### src/hdl/acrm_pkg.sv
package acrm_pkg;

  // clock and bus
  localparam int unsigned CLK_HZ        = 10_000_000;
  localparam int unsigned CLK_PERIOD_NS = 100;
  localparam int unsigned ADDR_W        = 8;
  localparam int unsigned DATA_W        = 8;

  // register offsets
  localparam logic [7:0] OFS_SAMPLE_RATE_MON  = 8'h37;
  localparam logic [7:0] OFS_BIT_CLK_RATIO_LO = 8'h38;
  localparam logic [7:0] OFS_CLK_DETECT_FLAGS = 8'h39;
  localparam logic [7:0] OFS_RATE_CTRL        = 8'h3A;
  localparam logic [7:0] OFS_IRQ_STATUS       = 8'h3B;
  localparam logic [7:0] OFS_IRQ_MASK         = 8'h3C;

  // reset values
  localparam logic [7:0] RST_SAMPLE_RATE_MON  = 8'h00;
  localparam logic [7:0] RST_BIT_CLK_RATIO_LO = 8'h00;
  localparam logic [7:0] RST_CLK_DETECT_FLAGS = 8'h00;
  localparam logic [4:0] RST_RATE_CTRL        = 5'h00;
  localparam logic [4:0] RST_IRQ              = 5'h00;

  // field positions
  localparam int unsigned RATIO_HI_LSB  = 4;
  localparam int unsigned RSV_LSB       = 6;
  localparam int unsigned FLG_BCK_RATE  = 5;
  localparam int unsigned FLG_PLL_OVR   = 4;
  localparam int unsigned FLG_PLL_LOCK  = 3;
  localparam int unsigned FLG_BCK_MISS  = 2;
  localparam int unsigned FLG_BCK_VALID = 1;
  localparam int unsigned FLG_RATE      = 0;
  localparam int unsigned CTRL_IGNORE   = 4;

  // interrupt bits
  localparam int unsigned IRQ_BCK_MISS  = 0;
  localparam int unsigned IRQ_BCK_RATE  = 1;
  localparam int unsigned IRQ_PLL_UNLK  = 2;
  localparam int unsigned IRQ_PLL_OVR   = 3;
  localparam int unsigned IRQ_RATE_ERR  = 4;
  localparam int unsigned IRQ_N         = 5;

  // detected rate codes
  localparam logic [3:0] RATE_ERR = 4'h0;
  localparam logic [3:0] RATE_8K  = 4'h2;
  localparam logic [3:0] RATE_16K = 4'h4;
  localparam logic [3:0] RATE_32K = 4'h6;
  localparam logic [3:0] RATE_48K = 4'h9;
  localparam logic [3:0] RATE_96K = 4'hB;

  // bit clock ratio limits, in bit clocks per frame
  localparam int unsigned RATIO_W   = 10;
  localparam logic [9:0]  RATIO_MIN = 10'h020;
  localparam logic [9:0]  RATIO_MAX = 10'h200;

  // frame period in core cycles per rate, window of one part in 32
  localparam int unsigned PER_W   = 12;
  localparam int unsigned P8K     = CLK_HZ / 8000;
  localparam int unsigned P16K    = CLK_HZ / 16000;
  localparam int unsigned P32K    = CLK_HZ / 32000;
  localparam int unsigned P48K    = CLK_HZ / 48000;
  localparam int unsigned P96K    = CLK_HZ / 96000;
  localparam int unsigned TOL_SH  = 5;

  // timeouts
  localparam int unsigned BCK_MISS_NS    = 10_000;
  localparam int unsigned BCK_MISS_CYC   = BCK_MISS_NS / CLK_PERIOD_NS;
  localparam int unsigned FRAME_TMO_NS   = 200_000;
  localparam int unsigned FRAME_TMO_CYC  = FRAME_TMO_NS / CLK_PERIOD_NS;

endpackage

### src/hdl/acrm_sync.sv
`timescale 1ns/1ns
module acrm_sync #(
  parameter int unsigned WIDTH = 1
) (
  // clock and reset
  input  wire logic             core_clk_i,
  input  wire logic             rst_n_i,
  // levels
  input  wire logic [WIDTH-1:0] async_i,
  output logic      [WIDTH-1:0] sync_o
);

  logic [WIDTH-1:0] meta_ff;
  logic [WIDTH-1:0] sync_ff;

  always_ff @(posedge core_clk_i or negedge rst_n_i) begin
    if (!rst_n_i) begin
      meta_ff <= '0;
      sync_ff <= '0;
    end else begin
      meta_ff <= async_i;
      sync_ff <= meta_ff;
    end
  end

  assign sync_o = sync_ff;

endmodule

### src/hdl/acrm_monitor.sv
// Functional notes
// - rate field codes: 0 error, 2 8k, 4 16k, 6 32k, 9 48k, B 96k.
// - two top bits of bit clock ratio sit in rate monitor bits 5:4.
// - low eight ratio bits, bit clocks per frame, in their own register.
// - flag bit 5 marks bit clock above or below allowed rate.
// - flag bit 4 marks pll running above allowed rate.
// - flag bit 3 shows pll lock; disabled pll reads unlocked.
// - flag bit 2 marks missing bit clock.
// - flag bit 1 valid only for stable ratio within 32..512.
// - rate mode zero: flag bit 0 shows detected rate is valid.
// - rate mode nonzero: flag bit 0 set when configured and detected differ.
// - ignore option never suppresses the rate error flag.
//
// The address-and-strobe port was chosen for this implementation.
`timescale 1ns/1ns
module acrm_monitor
  import acrm_pkg::*;
(
  // clock and reset
  input  wire logic                      core_clk_i,
  input  wire logic                      rst_n_i,
  // serial audio clocks from the source
  input  wire logic                      serial_bit_clock_i,
  input  wire logic                      frame_clk_i,
  // pll status
  input  wire logic                      pll_en_i,
  input  wire logic                      pll_locked_i,
  input  wire logic                      pll_overrate_i,
  // register port
  input  wire logic [acrm_pkg::ADDR_W-1:0] reg_addr_i,
  input  wire logic [acrm_pkg::DATA_W-1:0] reg_wdata_i,
  input  wire logic                      reg_wr_i,
  input  wire logic                      reg_rd_i,
  output logic      [acrm_pkg::DATA_W-1:0] reg_rdata_o,
  // interrupt
  output logic                           irq_o
);

  import acrm_pkg::*;

  localparam logic [PER_W-1:0] PER_SAT = '1;
  localparam logic [PER_W-1:0] TMO_CYC = PER_W'(FRAME_TMO_CYC);
  localparam logic [7:0]       MISS_CYC = 8'(BCK_MISS_CYC);
  localparam logic [RATIO_W-1:0] RATIO_SAT = '1;

  // pins cross in here
  logic [3:0] sync_w;
  logic       bck_s;
  logic       frm_s;
  logic       lock_s;
  logic       ovr_s;

  acrm_sync #(
    .WIDTH (4)
  ) u_sync (
    .core_clk_i (core_clk_i),
    .rst_n_i    (rst_n_i),
    .async_i    ({pll_overrate_i, pll_locked_i, frame_clk_i, serial_bit_clock_i}),
    .sync_o     (sync_w)
  );

  assign bck_s  = sync_w[0];
  assign frm_s  = sync_w[1];
  assign lock_s = sync_w[2];
  assign ovr_s  = sync_w[3];

  // measurement state
  logic               bck_d_ff,   nxt_bck_d;
  logic               frm_d_ff,   nxt_frm_d;
  logic               seen_ff,    nxt_seen;
  logic [RATIO_W-1:0] bck_cnt_ff, nxt_bck_cnt;
  logic [RATIO_W-1:0] ratio_ff,   nxt_ratio;
  logic [RATIO_W-1:0] prev_ff,    nxt_prev;
  logic               stable_ff,  nxt_stable;
  logic [PER_W-1:0]   per_cnt_ff, nxt_per_cnt;
  logic [3:0]         rate_ff,    nxt_rate;
  logic [7:0]         miss_ff,    nxt_miss;
  logic               bck_rise;
  logic               frm_rise;

  function automatic logic near(input logic [PER_W-1:0] p, input int unsigned nom);
    int unsigned lo;
    int unsigned hi;
    lo = nom - (nom >> TOL_SH);
    hi = nom + (nom >> TOL_SH);
    near = (32'(p) >= lo) && (32'(p) <= hi);
  endfunction

  function automatic logic [3:0] classify(input logic [PER_W-1:0] p);
    classify = RATE_ERR;
    if (near(p, P8K)) begin
      classify = RATE_8K;
    end else if (near(p, P16K)) begin
      classify = RATE_16K;
    end else if (near(p, P32K)) begin
      classify = RATE_32K;
    end else if (near(p, P48K)) begin
      classify = RATE_48K;
    end else if (near(p, P96K)) begin
      classify = RATE_96K;
    end
  endfunction

  always_comb begin
    bck_rise    = bck_s & ~bck_d_ff;
    frm_rise    = frm_s & ~frm_d_ff;
    nxt_bck_d   = bck_s;
    nxt_frm_d   = frm_s;
    nxt_seen    = seen_ff;
    nxt_ratio   = ratio_ff;
    nxt_prev    = prev_ff;
    nxt_stable  = stable_ff;
    nxt_rate    = rate_ff;
    nxt_bck_cnt = bck_cnt_ff;
    nxt_per_cnt = (per_cnt_ff == PER_SAT) ? per_cnt_ff : per_cnt_ff + 1'b1;
    nxt_miss    = (miss_ff == MISS_CYC) ? miss_ff : miss_ff + 8'h01;
    if (bck_rise) begin
      nxt_miss = 8'h00;
      if (bck_cnt_ff != RATIO_SAT) begin
        nxt_bck_cnt = bck_cnt_ff + 1'b1;
      end
    end
    if (frm_rise) begin
      // first edge only opens a frame; no period to judge yet
      nxt_seen    = 1'b1;
      nxt_per_cnt = '0;
      nxt_bck_cnt = bck_rise ? RATIO_W'(1) : '0;
      if (seen_ff) begin
        nxt_ratio  = bck_cnt_ff;
        nxt_prev   = ratio_ff;
        nxt_stable = (bck_cnt_ff == ratio_ff);
        nxt_rate   = classify(per_cnt_ff);
      end
    end else if (per_cnt_ff >= TMO_CYC) begin
      // frame clock stopped: nothing measured is current any more
      nxt_seen   = 1'b0;
      nxt_rate   = RATE_ERR;
      nxt_stable = 1'b0;
    end
  end

  always_ff @(posedge core_clk_i or negedge rst_n_i) begin
    if (!rst_n_i) begin
      bck_d_ff   <= 1'b0;
      frm_d_ff   <= 1'b0;
      seen_ff    <= 1'b0;
      bck_cnt_ff <= '0;
      ratio_ff   <= '0;
      prev_ff    <= '0;
      stable_ff  <= 1'b0;
      per_cnt_ff <= '0;
      rate_ff    <= RATE_ERR;
      miss_ff    <= '0;
    end else begin
      bck_d_ff   <= nxt_bck_d;
      frm_d_ff   <= nxt_frm_d;
      seen_ff    <= nxt_seen;
      bck_cnt_ff <= nxt_bck_cnt;
      ratio_ff   <= nxt_ratio;
      prev_ff    <= nxt_prev;
      stable_ff  <= nxt_stable;
      per_cnt_ff <= nxt_per_cnt;
      rate_ff    <= nxt_rate;
      miss_ff    <= nxt_miss;
    end
  end

  // detection flags
  logic [5:0] flags_ff, nxt_flags;
  logic [4:0] ctrl_ff,  nxt_ctrl;
  logic       in_range;

  always_comb begin
    in_range  = (ratio_ff >= RATIO_MIN) && (ratio_ff <= RATIO_MAX);
    nxt_flags = '0;
    nxt_flags[FLG_BCK_MISS]  = (miss_ff == MISS_CYC);
    nxt_flags[FLG_BCK_RATE]  = seen_ff && !in_range && (miss_ff != MISS_CYC);
    nxt_flags[FLG_PLL_OVR]   = ovr_s;
    nxt_flags[FLG_PLL_LOCK]  = pll_en_i & lock_s;
    nxt_flags[FLG_BCK_VALID] = stable_ff && in_range && (miss_ff != MISS_CYC);
    if (ctrl_ff[3:0] == 4'h0) begin
      nxt_flags[FLG_RATE] = (rate_ff != RATE_ERR);
    end else begin
      // ignore bit deliberately not consulted here
      nxt_flags[FLG_RATE] = (ctrl_ff[3:0] != rate_ff);
    end
  end

  always_ff @(posedge core_clk_i or negedge rst_n_i) begin
    if (!rst_n_i) begin
      flags_ff <= RST_CLK_DETECT_FLAGS[5:0];
    end else begin
      flags_ff <= nxt_flags;
    end
  end

  // register file and interrupts
  logic [1:0]        rsv_rate_ff, nxt_rsv_rate;
  logic [1:0]        rsv_flag_ff, nxt_rsv_flag;
  logic [IRQ_N-1:0]  irq_st_ff,   nxt_irq_st;
  logic [IRQ_N-1:0]  irq_msk_ff,  nxt_irq_msk;
  logic [IRQ_N-1:0]  ev;
  logic [IRQ_N-1:0]  clr;
  logic [7:0]        rdata_ff,    nxt_rdata;
  logic              irq_ff,      nxt_irq;
  logic              rate_err;

  always_comb begin
    rate_err = (ctrl_ff[3:0] == 4'h0) ? !flags_ff[FLG_RATE] : flags_ff[FLG_RATE];
    // events other than rate error are rising edges of the fault conditions
    ev = '0;
    ev[IRQ_BCK_MISS] = nxt_flags[FLG_BCK_MISS] & ~flags_ff[FLG_BCK_MISS];
    ev[IRQ_BCK_RATE] = nxt_flags[FLG_BCK_RATE] & ~flags_ff[FLG_BCK_RATE];
    ev[IRQ_PLL_UNLK] = ~nxt_flags[FLG_PLL_LOCK] & flags_ff[FLG_PLL_LOCK];
    ev[IRQ_PLL_OVR]  = nxt_flags[FLG_PLL_OVR] & ~flags_ff[FLG_PLL_OVR];
    // the rate error event stays zero with or without ignore, as rate_err cancels the edge; the flag itself still rises
    ev[IRQ_RATE_ERR] = ~ctrl_ff[CTRL_IGNORE] & rate_err &
                       ((ctrl_ff[3:0] == 4'h0) ? ~nxt_flags[FLG_RATE] & flags_ff[FLG_RATE]
                                               : nxt_flags[FLG_RATE] & ~flags_ff[FLG_RATE]);
    clr = '0;
    nxt_rsv_rate = rsv_rate_ff;
    nxt_rsv_flag = rsv_flag_ff;
    nxt_ctrl     = ctrl_ff;
    nxt_irq_msk  = irq_msk_ff;
    if (reg_wr_i) begin
      unique case (reg_addr_i)
        OFS_SAMPLE_RATE_MON:  nxt_rsv_rate = reg_wdata_i[RSV_LSB +: 2];
        OFS_CLK_DETECT_FLAGS: nxt_rsv_flag = reg_wdata_i[RSV_LSB +: 2];
        OFS_RATE_CTRL:        nxt_ctrl     = reg_wdata_i[4:0];
        OFS_IRQ_STATUS:       clr          = reg_wdata_i[IRQ_N-1:0];
        OFS_IRQ_MASK:         nxt_irq_msk  = reg_wdata_i[IRQ_N-1:0];
        default: begin
        end
      endcase
    end
    // a new event beats a clear in the same cycle
    nxt_irq_st = (irq_st_ff & ~clr) | ev;
    nxt_irq    = |(nxt_irq_st & nxt_irq_msk);
    nxt_rdata  = 8'h00;
    if (reg_rd_i) begin
      unique case (reg_addr_i)
        OFS_SAMPLE_RATE_MON:  nxt_rdata = {rsv_rate_ff, ratio_ff[9:8], rate_ff};
        OFS_BIT_CLK_RATIO_LO: nxt_rdata = ratio_ff[7:0];
        OFS_CLK_DETECT_FLAGS: nxt_rdata = {rsv_flag_ff, flags_ff};
        OFS_RATE_CTRL:        nxt_rdata = {3'h0, ctrl_ff};
        OFS_IRQ_STATUS:       nxt_rdata = {3'h0, irq_st_ff};
        OFS_IRQ_MASK:         nxt_rdata = {3'h0, irq_msk_ff};
        default:              nxt_rdata = 8'h00;
      endcase
    end
  end

  always_ff @(posedge core_clk_i or negedge rst_n_i) begin
    if (!rst_n_i) begin
      rsv_rate_ff <= RST_SAMPLE_RATE_MON[RSV_LSB +: 2];
      rsv_flag_ff <= RST_CLK_DETECT_FLAGS[RSV_LSB +: 2];
      ctrl_ff     <= RST_RATE_CTRL;
      irq_st_ff   <= RST_IRQ;
      irq_msk_ff  <= RST_IRQ;
      rdata_ff    <= 8'h00;
      irq_ff      <= 1'b0;
    end else begin
      rsv_rate_ff <= nxt_rsv_rate;
      rsv_flag_ff <= nxt_rsv_flag;
      ctrl_ff     <= nxt_ctrl;
      irq_st_ff   <= nxt_irq_st;
      irq_msk_ff  <= nxt_irq_msk;
      rdata_ff    <= nxt_rdata;
      irq_ff      <= nxt_irq;
    end
  end

  assign reg_rdata_o = rdata_ff;
  assign irq_o       = irq_ff;

endmodule

### config.mk
export PLATFORM = sky130hd
export DESIGN_NAME = acrm_monitor
export DESIGN_NICKNAME = d
export VERILOG_FILES = /design/src/hdl/acrm_pkg.sv /design/src/hdl/acrm_sync.sv /design/src/hdl/acrm_monitor.sv
export SDC_FILE = /design/constraint.sdc
export NUM_CORES = 1
export LEC_CHECK = 0
export ABC_AREA = 1
export BUFFER_PORTS_ARGS = -buffer_cell sky130_fd_sc_hd__buf_4
export CAP_MARGIN = 20
export CORE_ASPECT_RATIO = 0.9
export CORE_MARGIN = 3
export CORE_UTILIZATION = 54
export DETAILED_ROUTE_END_ITERATION = 8
export GPL_TIMING_DRIVEN = 0
export PLACE_DENSITY = 0.72
export SLEW_MARGIN = 25
export SYNTH_ARGS = -nofsm -noshare
export SYNTH_HDL_FRONTEND = slang
export SYNTH_SLANG_ARGS = --single-unit
### constraint.sdc
create_clock -name core_clk_i -period 1.33 [get_ports core_clk_i]
set_input_delay 0.1995 -clock core_clk_i [delete_from_list [all_inputs] [get_ports core_clk_i]]
set_output_delay 0.1995 -clock core_clk_i [all_outputs]
set_load 0.01 [all_outputs]
### Word level (Yosys, flattened, before mapping)

Cells that the tools add are included.

| cells by class | value |
|---|---|
| equal/unequal tests | 15 |
| muxes and demuxes | 29 |
| bitwise operators | 24 |
| reductions and logical operators | 24 |
| order comparisons | 13 |
| add/subtract/negate cells | 3 |

Operators with widths:

| cell | number |
|---|---|
| == test 8 x 6 -> 1 bit, second input constant | 6 |
| case mux 8 bit (6 select lines) | 1 |
| 2-to-1 mux 4 bit | 8 |
| 2-to-1 mux 10 bit | 3 |
| >= comparator 12 x 11 -> 1 bit, second input constant | 2 |
| 2-to-1 mux 12 bit | 2 |
| 2-to-1 mux 8 bit | 3 |
| 2-to-1 mux 5 bit | 4 |
| adder 12 x 1 -> 12 bit, second input constant | 1 |
| == test 12 bit, second input constant | 1 |
| >= comparator 12 x 10 -> 1 bit, second input constant | 1 |
| >= comparator 12 x 7 -> 1 bit, second input constant | 1 |
| >= comparator 12 x 8 -> 1 bit, second input constant | 1 |
| >= comparator 12 x 9 -> 1 bit, second input constant | 1 |
| less-or-equal comparator 12 x 10 -> 1 bit, second input constant | 1 |
| less-or-equal comparator 12 x 11 -> 1 bit, second input constant | 1 |
| less-or-equal comparator 12 x 7 -> 1 bit, second input constant | 1 |
| less-or-equal comparator 12 x 8 -> 1 bit, second input constant | 1 |
| less-or-equal comparator 12 x 9 -> 1 bit, second input constant | 1 |
| AND reduction 2 bit | 6 |
| bitwise AND 1 bit | 11 |
| adder 10 x 1 -> 10 bit, second input constant | 1 |
| bitwise AND 5 bit | 2 |
| == test 10 bit | 1 |
| other kinds (18) | 47 |

| storage, ports and cells | value |
|---|---|
| register bits | 90 |
| output and inout port bits | 9 |
| word-level logic and storage cells | 127 |
| input bits | 25 |

### Logic depth before layout (Yosys ltp)

| depth | value |
|---|---|
| word-level depth | 9 |
| depth in mapped cells | 12 |
| depth with buffers taken out | 12 |

### Hierarchy

A second synthesis with hierarchy kept.

| second synthesis, totals | value |
|---|---|
| cells, all modules | 603 |
| area total of the unflattened synthesis | 4660.7 um^2 |

By module, submodules not included:

| module | instances | cells each | seq. area each (um^2) | area each (um^2) |
|---|---|---|---|---|
| acrm_monitor | 1 | 595 | 2026.9 | 4460.5 |
| acrm_sync | 1 | 8 | 200.2 | 200.2 |

### Least setup slack after synthesis

Ideal clock, no wire load.

| path | value |
|---|---|
| kind | register to register |
| start point | register bck_cnt_ff[0] |
| end point | register bck_cnt_ff[8] |
| clock period less this slack | 1439 ps |
| slack | -109 ps |
| required time | 1259 ps |
| setup time | 71 ps |
| arrival time | 1367 ps |
| path buffers | 0 |
| stages on the path, launching flop included | 11 |
| cell sequence | dfrtp_1 -> ha_1 -> nand2_1 -> nor2_1 -> nand2_1 -> nand2_2 -> nand2_4 -> nand2_1 -> o21ai_0 -> nand2_1 -> nor2_1 |

| between the ends | value |
|---|---|
| cells in the longest elaborated chain, start to end | 4 |
| elaborated cells between the ends (all ways) | 7 |
| classes of those cells | 1 x add/sub; 1 x eq/ne; 3 x mux; 2 x reduce/logical |

Ends and longest elaborated chain:

| item | line | source |
|---|---|---|
| start: declaration | acrm_monitor.sv:71 | `logic [RATIO_W-1:0] bck_cnt_ff, nxt_bck_cnt;` |
| start signal: assignment | acrm_monitor.sv:158 | `bck_cnt_ff <= nxt_bck_cnt;` |
| adder 10 x 1 -> 10 bit | acrm_monitor.sv:120 | `nxt_bck_cnt = bck_cnt_ff + 1'b1;` |
| 2-to-1 mux 10 bit | acrm_monitor.sv:119 | `if (bck_cnt_ff != RATIO_SAT) begin` |
| 2-to-1 mux 10 bit | acrm_monitor.sv:117 | `if (bck_rise) begin` |
| 2-to-1 mux 10 bit | acrm_monitor.sv:123 | `if (frm_rise) begin` |

Parallel ways exist; a longest one is shown, timed or not. The select of a mux whose other input is x is not followed.
A chain may end at the register's enable or synchronous reset.

### Worst setup path in the final report

| path | value |
|---|---|
| start point | register per_cnt_ff[2] |
| end point | register per_cnt_ff[3] |

| between the ends | value |
|---|---|
| cells in the longest elaborated chain, start to end | 3 |
| elaborated cells between the ends (all ways) | 5 |
| classes of those cells | 1 x add/sub; 2 x eq/ne; 2 x mux |

Ends and longest elaborated chain:

| item | line | source |
|---|---|---|
| start: declaration | acrm_monitor.sv:75 | `logic [PER_W-1:0] per_cnt_ff, nxt_per_cnt;` |
| start signal: assignment | acrm_monitor.sv:162 | `per_cnt_ff <= nxt_per_cnt;` |
| adder 12 x 1 -> 12 bit | acrm_monitor.sv:115 | `nxt_per_cnt = (per_cnt_ff == PER_SAT) ? per_cnt_ff : per_cnt_ff + 1'b1;` |
| 2-to-1 mux 12 bit | acrm_monitor.sv:115 |  |
| 2-to-1 mux 12 bit | acrm_monitor.sv:123 |  |

Parallel ways exist; a longest one is shown, timed or not. The select of a mux whose other input is x is not followed.

==> impl_metrics.py <==
metrics = {
    "timing": {
        "period_share_pct": 117,
        "clock_skew_ns": 0.0108,
        "worst_pin_slew_ns": 0.814,
        "fmax_ghz": 0.641,
        "slew_viol_final": 0,
        "period_minus_slack_ns": 1.56,
        "hold_viol": 0,
        "setup_slack_ns": -0.229,
        "max_slew_margin_pct": 45.7,
        "setup_violations": 36,
        "rsz0062_at_grt": "yes",
    },
    "finish": {
        "final_cell_area_um2": 6160,
        "area_growth_pct": 32.8,
        "fillers": 554,
        "num_antenna_cells": 0,
        "final_nets": 723,
        "multi_input_area_um2": 2460,
        "utilization_pct": 75.3,
        "seqCellArea_um2": 2230,
        "layout-drive-gt1-share_pct": 30.5,
    },
    "floorplanning": {
        "start_util_pct": 56.7,
        "die_x_um": 104,
        "io_pins": 34,
        "die_h_um": 93.9,
        "coreArea_um2": 8180,
        "dieArea_um2": 9740,
        "std_cell_rows": 31,
    },
    "synthesis": {
        "yosysUniqueCellTypes": 36,
        "synthesis.area_um2": 4640,
        "synth_top_area_share_pct": 48.0,
        "ys_seq_area_share_pct": 48.0,
        "yosys.area_share.adder_pct": 1.89,
        "synthMuxAreaShare_pct": 0,
        "synth-simple-area-share_pct": 30.9,
        "synth_area_leaders": "dfrtp_1 48%, nand2_1 13%, inv_1 5.7%, nand3_1 5.5%, o21ai_0 4.7%",
        "synth_xor_area_share_pct": 2.08,
        "synth_compound_area_share_pct": 9.58,
        "synth_top_family_by_area": "simple AND/OR/NAND/NOR gates",
        "yosysTopAreaCell": "dfrtp_1",
        "yosysWarnings": 0,
        "syn-mean-instance-area_um2": 7.81,
        "syn_inst": 594,
        "syn-num-nets": 626,
        "ys_seq_elements": 89,
    },
    "route": {
        "wl_per_cell_um": 16.0,
        "route.detailed.drc": 0,
        "vias": 4486,
        "ant_nets": 0,
        "dr.pass1.iters": 6,
        "vias_per_cell": 5.53,
        "drt-total-wl_um": 13000,
        "drt_iter0_drc": 367,
    },
    "setup_path": {
        "cp_cell_sequence": "nand2_2 > nor2_4 > nand2_2 > nor2_4 > nand2_4 > nand2_2 > nor2_2 > a211oi_2",
        "worstPathArrival_ns": 1.83,
        "required_ns": 1.60,
        "crit_fanout": 6,
        "crit_buf_inv": 0,
        "crit_family": "simple AND/OR/NAND/NOR gates",
        "critPathCaptureType": "flip-flop",
        "rrSetupSlack_ns": -0.23,
        "crit_type": "flip-flop to flip-flop",
        "crit_slowest_cell": "dfrtp_1",
        "slowest_delay_ns": 0.52,
        "path_common_cell": "nand2_2",
        "start_kind": "flip-flop",
    },
    "grt": {
        "track_usage_pct": 24.9,
        "grt-ovfl-total": 0,
        "grt_antenna_before_repair": 0,
        "grt_first_pass_wirelength_um": 19700,
        "grt_max_degree": 90,
        "grt_pass1_vias": 4193,
    },
    "clock_network": {
        "cts_buffers": 9,
        "ctsLongestPathBuffers": 2,
        "clk-insertion-delay-late_ns": 0.36,
        "cts.sinks": 89,
        "h-tree-depth": 3,
        "path_clk_slew_ns": 0.09,
        "cts_tree": "done",
        "cts-root-buf": "clkbuf_8",
    },
    "place": {
        "port-buffer-count": 32,
        "place.gp.congestion": 0.949,
        "post-place-ws_ns": -0.348,
        "post-dp-hpwl_um": 7650,
        "placed_area_um2": 5050,
    },
    "min_path": {
        "hold_class": "input pin to flip-flop",
    },
    "flow_run": {
        "maxCapViolCount": 0,
    },
    "power_and_ir_drop": {
        "p_per_area_nw_per_um2": 1080,
        "p_leak_nw": 3.08,
        "max-vdd-ir-drop_uv": 827,
    },
    "outcome": {
        "status": "complete, but fails checks",
        "violations": "negative setup slack",
    },
}
-- registers in the layout, indices dropped and copies added, names as in the netlist, 2 cells and up --
register        cells
flags_ff            6
rsv_flag_ff         2
irq_st_ff           5
ctrl_ff             5
irq_msk_ff          5
reg_rdata_o         8
u_sync.sync_o       4
per_cnt_ff         12
ratio_ff           10
rate_ff             3
miss_ff             8
u_sync.meta_ff      4
rsv_rate_ff         2
bck_cnt_ff         10
-- report_power, final --
part / switching (mW) / internal (mW)
clock: 0.981 / 0.923
combinational: 0.875 / 0.733
sequential: 0.234 / 2.90
total: 2.09 / 4.55
-- cell usage in the layout (no fill, tap or decap), types with 10 or more instances in the layout --
master / count
nand3_1: 44
dfrtp_1: 83
o21ai_0: 25
nor2_1: 37
nor3_1: 18
a21oi_1: 12
nand4_1: 12
buf_6: 11
clkbuf_8: 10
inv_2: 10
nand2_1: 144
o21ai_1: 15
nor2_4: 12
inv_1: 63
buf_4: 73
nand2_2: 20
-- area by class of cell --
type / instances / area share (%)
plain buffers: 7 / 1.40
clock buffers: 10 / 2.23
clock inverters: 6 / 1.06
inverters: 78 / 4.98
multi-input cells: 419 / 39.9
flip-flops and latches: 89 / 36.3
well taps: 115 / 2.34
repair buffers: 87 / 11.8
-- cells in the mapped netlist (all sizes together) --
library cell and number:
nand4 12, a31oi 3, nand2 172, inv 78
clkbuf 2, or2 1, o31ai 1, o21ai 49
a2bb2oi 1, a211oi 2, buf 7, xnor2 3
dfrtp 89, o211ai 3, nor3b 1, o22ai 1
nor4 3, nor2 54, ha 7, nand3 51
and3 1, nor3 24, xor2 8, a21oi 21
-- tightest hold or removal path, delay by kind of cell --
family	cells	cell delay [ns]
buffers and inverters	2	0.13
AND/OR/NAND/NOR	1	0.06
-- final timing paths --
path / cells past startpoint / startpoint / endpoint
setup reg to reg: 8 / per_cnt_ff[2]$_DFFE_PN0P_ / per_cnt_ff[3]$_DFFE_PN0P_
hold / removal: 3 / pll_en_i / flags_ff[3]$_DFF_PN0_
max in group asynchronous: 2 / rst_n_i / per_cnt_ff[0]$_DFFE_PN0P_
setup / recovery: 8 / per_cnt_ff[2]$_DFFE_PN0P_ / per_cnt_ff[3]$_DFFE_PN0P_
min in group asynchronous: 2 / rst_n_i / per_cnt_ff[4]$_DFFE_PN0P_
hold reg to reg: 0 / u_sync.meta_ff[3]$_DFF_PN0_ / u_sync.sync_o[3]$_DFF_PN0_
-- per-layer routing --
metal / global-route usage [%] / vias up / part of all wire [%]
li1: - / 2127 / -
met3: 5.36 / 35 / 7.5
met4: 8.53 / 0 / 1.9
met2: 41.2 / 214 / 48
met5: 0 / - / 0
met1: 32.9 / 2110 / 42
-- per-stage QoR --
| stage | TNS [ns] | std cells | total power [mW] | hold WS (ns) |
|---|---|---|---|---|
| floorplan | -0.486 | 594 | 3.71 | -0.0961 |
| global placement | -6.85 | 741 | 4.02 | 0.309 |
| detailed placement | -8.03 | 741 | 4.05 | 0.310 |
| CTS | -1.90 | 790 | 6.26 | 0.0523 |
| global route | -6.56 | 811 | 6.94 | 0.0799 |
| finish | -4.26 | 811 | 6.64 | 0.0657 |
-- kinds of logic (layout without fill, tap and decap cells) --
kind of cell | count (synthesis) | in the layout
compound gates | 81 | 81
xor+xnor | 11 | 11
fa+ha+maj | 7 | 7
buf+inv | 87 | 188
flops | 89 | 89
simple gates | 319 | 320
-- timing repair --
item | 4_1_cts | 5_1_grt
resized for setup | 47 | 91
pin swaps | 18 | 27
hold buffers | 5 | 0
endpoints found under the setup margin | 42 | 48
setup buffers | 28 | 21
gates cloned | 1 | 1
hold endpoints to repair | 93 | 0
(Power assumes the default switching activity.)
